File: src/common/irr_pkg.sv
// Register map, field positions and reset values of the interrupt request router.
`default_nettype none
package irr_pkg;
	localparam int          NSRC        = 26;
	localparam logic [31:0] CTRL_ADDR   = 32'h01e0_0000;
	localparam logic [31:0] PEND_ADDR   = 32'h01e0_0004;
	localparam logic [31:0] LSEL_ADDR   = 32'h01e0_0008;
	localparam logic [31:0] MASK_ADDR   = 32'h01e0_000c;
	localparam logic [31:0] NCLR_ADDR   = 32'h01e0_0024;
	localparam logic [31:0] FCLR_ADDR   = 32'h01e0_0040;
	localparam logic [31:0] EVST_ADDR   = 32'h01e0_0044;
	localparam logic [31:0] EVMK_ADDR   = 32'h01e0_0048;
	localparam int          CTRL_VSEL   = 2;
	localparam int          CTRL_NDIS   = 1;
	localparam int          CTRL_FDIS   = 0;
	localparam int          MASK_GLOBAL = 26;
	localparam int          EV_NORM     = 0;
	localparam int          EV_FAST     = 1;
	localparam logic [2:0]  CTRL_RST    = 3'h7;
	localparam logic [25:0] PEND_RST    = 26'h000_0000;
	localparam logic [25:0] LSEL_RST    = 26'h000_0000;
	localparam logic [26:0] MASK_RST    = 27'h7ff_ffff;
	localparam logic [1:0]  EVMK_RST    = 2'h3;
endpackage
`default_nettype wire

File: src/irr_top.sv
// Interrupt request router: pending latch, line routing, masking and Avalon-MM registers.
//
// Behaviour
// Control bit 2: 0 vectored, 1 non-vectored.
// Control bit 1 low enables normal line.
// Control bit 0 low enables fast line.
// Fast line is always serviced non-vectored.
// Source request sets its pending bit.
// Software clears pending via service-clear write.
// Simultaneous requests all show as pending.
// Masked sources still set pending bits.
// Pending is read-only, resets to zero.
// External line zero bit 25, converter bit 0.
// Line select 1 fast, 0 normal.
// Source mask bit 1 blocks service.
// Global mask blocks all service.
// Vectored: pre-latched events survive later masking.
// Software clears pending after vectored mask change.
// Mask resets to all ones.
// Global mask sits at bit 26.
// Normal service-clear write clears pending bits.
// Lines driven by unmasked enabled pending sources.
`timescale 1ns/10ps
`default_nettype none
module irr_top
(
	input  wire logic        clock_i,
	input  wire logic        nrst_i,
	input  wire logic [25:0] source_req_i,
	input  wire logic [31:0] avs_address_i,
	input  wire logic        avs_read_i,
	input  wire logic        avs_write_i,
	input  wire logic [31:0] avs_writedata_i,
	input  wire logic [3:0]  avs_byteenable_i,
	output logic      [31:0] avs_readdata_o,
	output logic             avs_waitrequest_o,
	output logic             normal_req_o,
	output logic             fast_req_o,
	output logic             normal_vectored_o,
	output logic             event_irq_o
);

	// ----------------------------------------------------------------
	// State
	// ----------------------------------------------------------------
	typedef struct packed {
		logic [25:0] sync1;
		logic [25:0] sync2;
		logic [25:0] sync3;
		logic [25:0] filt;
		logic [25:0] pending;
		logic [25:0] lsel;
		logic [25:0] guard;
		logic [26:0] mask;
		logic [2:0]  ctrl;
		logic [1:0]  evst;
		logic [1:0]  evmk;
		logic        waitreq;
		logic [31:0] rdata;
		logic        nreq;
		logic        freq;
		logic        vect;
		logic        irq;
	} irr_state_t;

	localparam irr_state_t RST_STATE = '{
		sync1   : 26'h000_0000,
		sync2   : 26'h000_0000,
		sync3   : 26'h000_0000,
		filt    : 26'h000_0000,
		pending : irr_pkg::PEND_RST,
		lsel    : irr_pkg::LSEL_RST,
		guard   : 26'h000_0000,
		mask    : irr_pkg::MASK_RST,
		ctrl    : irr_pkg::CTRL_RST,
		evst    : 2'h0,
		evmk    : irr_pkg::EVMK_RST,
		waitreq : 1'h1,
		rdata   : 32'h0000_0000,
		nreq    : 1'h0,
		freq    : 1'h0,
		vect    : 1'h0,
		irq     : 1'h0
	};

	irr_state_t  s;
	irr_state_t  next_s;
	logic [25:0] rise;
	logic [25:0] clr;
	logic [25:0] serv;
	logic [31:0] bm;
	logic [31:0] rmux;
	logic        req;
	logic        acc;
	logic        wr;
	logic        vec;

	// ----------------------------------------------------------------
	// Next state
	// ----------------------------------------------------------------
	always_comb
	begin
		next_s = s;
		req    = avs_read_i | avs_write_i;
		acc    = req & ~s.waitreq;
		wr     = avs_write_i & acc;
		bm     = {{8{avs_byteenable_i[3]}}, {8{avs_byteenable_i[2]}},
		          {8{avs_byteenable_i[1]}}, {8{avs_byteenable_i[0]}}};
		vec    = ~s.ctrl[irr_pkg::CTRL_VSEL];

		// Requests arrive from other domains; a change counts once stages two and three agree.
		next_s.sync1 = source_req_i;
		next_s.sync2 = s.sync1;
		next_s.sync3 = s.sync2;
		next_s.filt  = (s.sync2 & s.sync3) | (s.filt & (s.sync2 | s.sync3));
		rise         = next_s.filt & ~s.filt;

		// A write of one to either clear register drops those pending bits.
		clr = 26'h000_0000;
		if (wr && (avs_address_i == irr_pkg::NCLR_ADDR || avs_address_i == irr_pkg::FCLR_ADDR))
		begin
			clr = avs_writedata_i[25:0] & bm[25:0];
		end
		// A new request wins over a clear in the same cycle, whatever the mask.
		next_s.pending = (s.pending & ~clr) | rise;

		// In vectored mode a normal-line bit latched while unmasked stays serviceable after a mask.
		next_s.guard = next_s.pending & (s.guard | (~s.mask[25:0] & ~s.lsel & {26{vec}}));
		serv = s.pending & (~s.mask[25:0] | (s.guard & {26{vec}} & ~s.lsel));

		next_s.nreq = (|(serv & ~s.lsel)) & ~s.mask[irr_pkg::MASK_GLOBAL]
		              & ~s.ctrl[irr_pkg::CTRL_NDIS];
		next_s.freq = (|(serv & s.lsel)) & ~s.mask[irr_pkg::MASK_GLOBAL]
		              & ~s.ctrl[irr_pkg::CTRL_FDIS];
		next_s.vect = vec;

		// Register writes take effect on the edge that sees waitrequest low.
		if (wr)
		begin
			unique case (avs_address_i)
				irr_pkg::CTRL_ADDR:
				begin
					next_s.ctrl = (s.ctrl & ~bm[2:0]) | (avs_writedata_i[2:0] & bm[2:0]);
				end
				irr_pkg::LSEL_ADDR:
				begin
					next_s.lsel = (s.lsel & ~bm[25:0]) | (avs_writedata_i[25:0] & bm[25:0]);
				end
				irr_pkg::MASK_ADDR:
				begin
					next_s.mask = (s.mask & ~bm[26:0]) | (avs_writedata_i[26:0] & bm[26:0]);
				end
				irr_pkg::EVMK_ADDR:
				begin
					next_s.evmk = (s.evmk & ~bm[1:0]) | (avs_writedata_i[1:0] & bm[1:0]);
				end
				default:
				begin
					next_s.evmk = s.evmk;
				end
			endcase
		end

		// Read data is captured one cycle ahead of the accepting edge.
		unique case (avs_address_i)
			irr_pkg::CTRL_ADDR: rmux = {29'h0000_0000, s.ctrl};
			irr_pkg::PEND_ADDR: rmux = {6'h00, s.pending};
			irr_pkg::LSEL_ADDR: rmux = {6'h00, s.lsel};
			irr_pkg::MASK_ADDR: rmux = {5'h00, s.mask};
			irr_pkg::EVST_ADDR: rmux = {30'h0000_0000, s.evst};
			irr_pkg::EVMK_ADDR: rmux = {30'h0000_0000, s.evmk};
			default:            rmux = 32'h0000_0000;
		endcase
		next_s.waitreq = ~(req & s.waitreq);
		if (avs_read_i && s.waitreq)
		begin
			next_s.rdata = rmux;
		end

		// Status clears only the bits that the read returned, so a later event survives.
		next_s.evst = s.evst;
		if (avs_read_i && acc && avs_address_i == irr_pkg::EVST_ADDR)
		begin
			next_s.evst = s.evst & ~s.rdata[1:0];
		end
		next_s.evst[irr_pkg::EV_NORM] = next_s.evst[irr_pkg::EV_NORM] | (next_s.nreq & ~s.nreq);
		next_s.evst[irr_pkg::EV_FAST] = next_s.evst[irr_pkg::EV_FAST] | (next_s.freq & ~s.freq);
		next_s.irq = |(next_s.evst & ~next_s.evmk);
	end

	// ----------------------------------------------------------------
	// Registers and outputs
	// ----------------------------------------------------------------
	always_ff @(posedge clock_i or negedge nrst_i)
	begin
		if (!nrst_i)
		begin
			s <= RST_STATE;
		end
		else
		begin
			s <= next_s;
		end
	end

	assign avs_readdata_o    = s.rdata;
	assign avs_waitrequest_o = s.waitreq;
	assign normal_req_o      = s.nreq;
	assign fast_req_o        = s.freq;
	assign normal_vectored_o = s.vect;
	assign event_irq_o       = s.irq;
endmodule
`default_nettype wire

File: config.mk
export PLATFORM = sky130hd
export DESIGN_NAME = irr_top
export DESIGN_NICKNAME = d
export VERILOG_FILES = /design/src/common/irr_pkg.sv /design/src/irr_top.sv
export SDC_FILE = /design/constraint.sdc
export NUM_CORES = 1
export LEC_CHECK = 0
export ABC_AREA = 1
export BUFFER_PORTS_ARGS = -buffer_cell sky130_fd_sc_hd__buf_2
export CAP_MARGIN = 30
export CORE_UTILIZATION = 45
export DETAILED_ROUTE_END_ITERATION = 10
export PLACE_DENSITY = 0.67
export SYNTH_ARGS = -nofsm -noshare
export SYNTH_HDL_FRONTEND = slang
export SYNTH_SLANG_ARGS = --single-unit
File: constraint.sdc
create_clock -name clock_i -period 1.5 [get_ports clock_i]
set_input_delay 0.075 -clock clock_i [delete_from_list [all_inputs] [get_ports clock_i]]
set_output_delay 0.075 -clock clock_i [all_outputs]
set_load 0.01 [all_outputs]
==> flow_summary.json <==
{
  "timing.critical_path.arrival_ns": 2.19,
  "worstReg2RegEnd": "event_irq_o$_DFF_PN0_",
  "path_common_cell": "sky130_fd_sc_hd__nand2_1",
  "syn_area_per_cell_um2": 9.46,
  "antenna_found_initial": 0,
  "drv.max_cap_violation_count": 0,
  "final_period_minus_worst_setup_slack_ns": 1.77,
  "first_global_vias": 8638,
  "synth_largest_area_cell": "sky130_fd_sc_hd__dfrtp_1",
  "worstPathCellList": "buf_8 -> nor2_1 -> o211ai_1 -> nand2_1 -> inv_1 -> nand2_1 -> nor2_1 -> nand2_1 -> nand3_1 -> nand2_1 -> nand2_1 -> nand2_1",
  "violations_in_the_final_reports": "setup timing",
  "grt_usage_pct": 22.9,
  "finalCritPeriodShare_pct": 118,
  "yosys.area_share.adder_pct": 2.43,
  "detailroute.via_count": 8790,
  "worst_hold_path_type": "input port to asynchronous set/reset pin",
  "max-vdd-ir-drop_mv": 0.858,
  "synth.area.mux_share_pct": 0,
  "proportion_of_synthesized_chip_area_in_sequential_cells_pct": 58.2,
  "numPlacedInstances": 1621,
  "preCtsSetupSlack_ns": -0.344,
  "h_tree_depth_reported_by_cts": 1,
  "layout-drive-gt1-share_pct": 25.5,
  "postLayoutSetupSlackWorst_ns": -0.271,
  "synth_compound_gate_area_share_pct": 9.69,
  "timing.final.hold_violations": 0,
  "postSynthCellCount": 1135,
  "reg2regPathDepth": 12,
  "die_area_um2": 24500,
  "power_per_cell_area_nw_per_um2": 1030,
  "globalplace.congestion": 0.867,
  "synth_cell_types": 38,
  "routed_wl_mm": 27.3,
  "setup_repair_after_global_routing_missed_its_margin": "yes",
  "count_of_flip_flops_with_a_built_in_enable_after_synthesis": 0,
  "cts_inserted_buffers": 26,
  "coreArea_um2": 23400,
  "worst_setup_hold_path_clk_slew_ns": 0.06,
  "critical_path_cell_with_the_highest_stage_delay": "sky130_fd_sc_hd__dfstp_2",
  "synth_top_family_by_area": "simple AND/OR/NAND/NOR gates",
  "hpwl_after_detailed_placement_mm": 18.4,
  "setup.worst_path.start_class": "flop",
  "power_leakage_nw": 6.41,
  "clock_sink_count": 248,
  "drt_iter0_drc": 654,
  "initial_core_util_pct": 45.9,
  "fin_hold_ws_ns": 0.0814,
  "flop_and_latch_count_out_of_synthesis": 248,
  "critPathRequiredTime_ns": 1.92,
  "async_flop_share_pct": 100,
  "pin_count": 135,
  "area_growth_synth_to_finish_pct": 29.2,
  "crit_type": "flop to flop",
  "worst_path_largest_cell_delay_ns": 0.57,
  "timing_max_transition_violations_final": 0,
  "cp.buffers_inverters": 2,
  "cts.root.buffer_cell": "sky130_fd_sc_hd__clkbuf_16",
  "worst_clock_skew_ns": 0.00745,
  "insertedDiodeCount": 0,
  "instances_no_fill": 1734,
  "synth_cell_area_um2": 10700,
  "std_cell_rows": 56,
  "maximum_number_of_pins_on_one_net_before_global_route_repair": 56,
  "first_pass_iters": 5,
  "setup_violations": 5,
  "layout.cells.most_common": "sky130_fd_sc_hd__nand2_1",
  "dominantRegCellSynth": "sky130_fd_sc_hd__dfrtp_1",
  "synth_warnings": 0,
  "synth-simple-area-share_pct": 21.5,
  "detail-route-antenna-nets": 0,
  "synth_top_cells_by_area": "sky130_fd_sc_hd__dfrtp_1 (50%), sky130_fd_sc_hd__nand2_1 (10%), sky130_fd_sc_hd__dfstp_2 (8.1%)",
  "dieWidth_um": 156,
  "cts_tree": "yes",
  "clk_path_buf_depth": 3,
  "critical_path.endpoint_type": "flop",
  "die_height_um": 156,
  "post_synth_xor_area_fraction_pct": 0,
  "yosys.area.top_type_share_pct": 50.1,
  "globalRouteOverflowTotal": 0,
  "finalNetCount": 1494,
  "first_pass_grt_wire_length_mm": 43.9,
  "routed_via_density": 5.07,
  "status": "finished with violations",
  "route.detailed.wl_per_inst_um": 15.7,
  "drc": 0,
  "path_max_fanout": 11,
  "critical_path.top_delay_family": "simple AND/OR/NAND/NOR gates",
  "layout.cells.most_common_list": "sky130_fd_sc_hd__nand2_1 (291), sky130_fd_sc_hd__dfrtp_1 (215), sky130_fd_sc_hd__buf_2 (123)",
  "placement.io_buffers": 124,
  "reg2reg_setup_slack_ns": -0.27,
  "clkLatencyLatePin_ns": 0.52,
  "totalNegativeSetupSlack_ns": -0.770,
  "maxClockFrequency_ghz": 0.565
}
[how the worst max path moves through the flow]
| stage | startpoint | endpoint | slack, ns | cells after the start |
|---|---|---|---|---|
| 2_1_floorplan | flop | event_irq_o$_DFF_PN0_ | -0.02 | 14 |
| 3_3_place_gp | flop | event_irq_o$_DFF_PN0_ | -0.30 | 13 |
| 3_5_place_dp | avs_address_i[5] | avs_readdata_o[2]$_DFFE_PN0P_ | -0.34 | 10 |
| 4_1_cts | flop | event_irq_o$_DFF_PN0_ | -0.26 | 12 |
| 5_1_grt | flop | event_irq_o$_DFF_PN0_ | -0.41 | 14 |
| 6_report | flop | event_irq_o$_DFF_PN0_ | -0.27 | 12 |
[repair_timing]
action / 4_1_cts / 5_1_grt
setup endpoints to repair: 14 / 18
hold endpoints to repair: 357 / 0
cloned: 1 / 0
pin swaps: 1 / 5
hold buffers: 61 / 0
gates resized for setup: 8 / 12
buffers inserted: 3 / 1
[stage by stage]
stage	utilization (%)	power (W)	area (um2)
detailed placement	52.4	0.00775	12300
finish	59.3	0.0143	13900
CTS	59.1	0.0144	13800
global placement	52.4	0.00773	12300
floorplan	-	0.00732	10800
global route	59.3	0.0148	13900
[layout make-up]
class	count	area [um2]
clock buffers	41	828
clock inverters	6	62.6
fillers	2014	9530
inverters	123	469
multi-input cells	704	3680
flip-flops and latches	248	6250
well taps	319	399
repair buffers	292	2170
repair inverters	1	8.76
[logic make-up (layout without fill, tap and decap cells)]
kind of cell | Yosys count | in the layout
flops | 248 | 248
buf+inv | 187 | 463
compound gates | 170 | 170
other cells | 1 | 5
fa+ha+maj | 26 | 26
simple gates | 503 | 503
[cell usage after synthesis, types with 2 or more instances]
cell / instances
sky130_fd_sc_hd__buf_6: 3
sky130_fd_sc_hd__nand3_1: 109
sky130_fd_sc_hd__nor2_2: 2
sky130_fd_sc_hd__inv_1: 121
sky130_fd_sc_hd__o21ai_1: 37
sky130_fd_sc_hd__o211ai_1: 27
sky130_fd_sc_hd__nor3_1: 2
sky130_fd_sc_hd__nand2_4: 4
sky130_fd_sc_hd__nor2_1: 40
sky130_fd_sc_hd__dfstp_2: 33
sky130_fd_sc_hd__a31oi_1: 23
sky130_fd_sc_hd__clkbuf_1: 8
sky130_fd_sc_hd__buf_4: 35
sky130_fd_sc_hd__buf_2: 13
sky130_fd_sc_hd__nor3b_2: 2
sky130_fd_sc_hd__nand2_1: 292
sky130_fd_sc_hd__o21ai_2: 24
sky130_fd_sc_hd__o21ai_0: 29
sky130_fd_sc_hd__maj3_1: 26
sky130_fd_sc_hd__nand4_1: 15
sky130_fd_sc_hd__a21oi_1: 29
sky130_fd_sc_hd__dfrtp_1: 215
sky130_fd_sc_hd__buf_1: 5
sky130_fd_sc_hd__nand3b_1: 27
[per-layer routing]
metal	wire length [um]	vias up	global-route usage, %
li1	-	4217	-
met1	12400	4225	31.7
met2	12500	291	37.2
met3	1580	57	3.18
met4	728	0	7.42
met5	0	-	0
[power by group]
part           switching [W]  internal, W
clock                0.00257      0.00395
sequential          0.000101      0.00688
combinational       0.000416     0.000359
total                0.00309       0.0112
No activity file was read; power rests on OpenSTA's default activity.
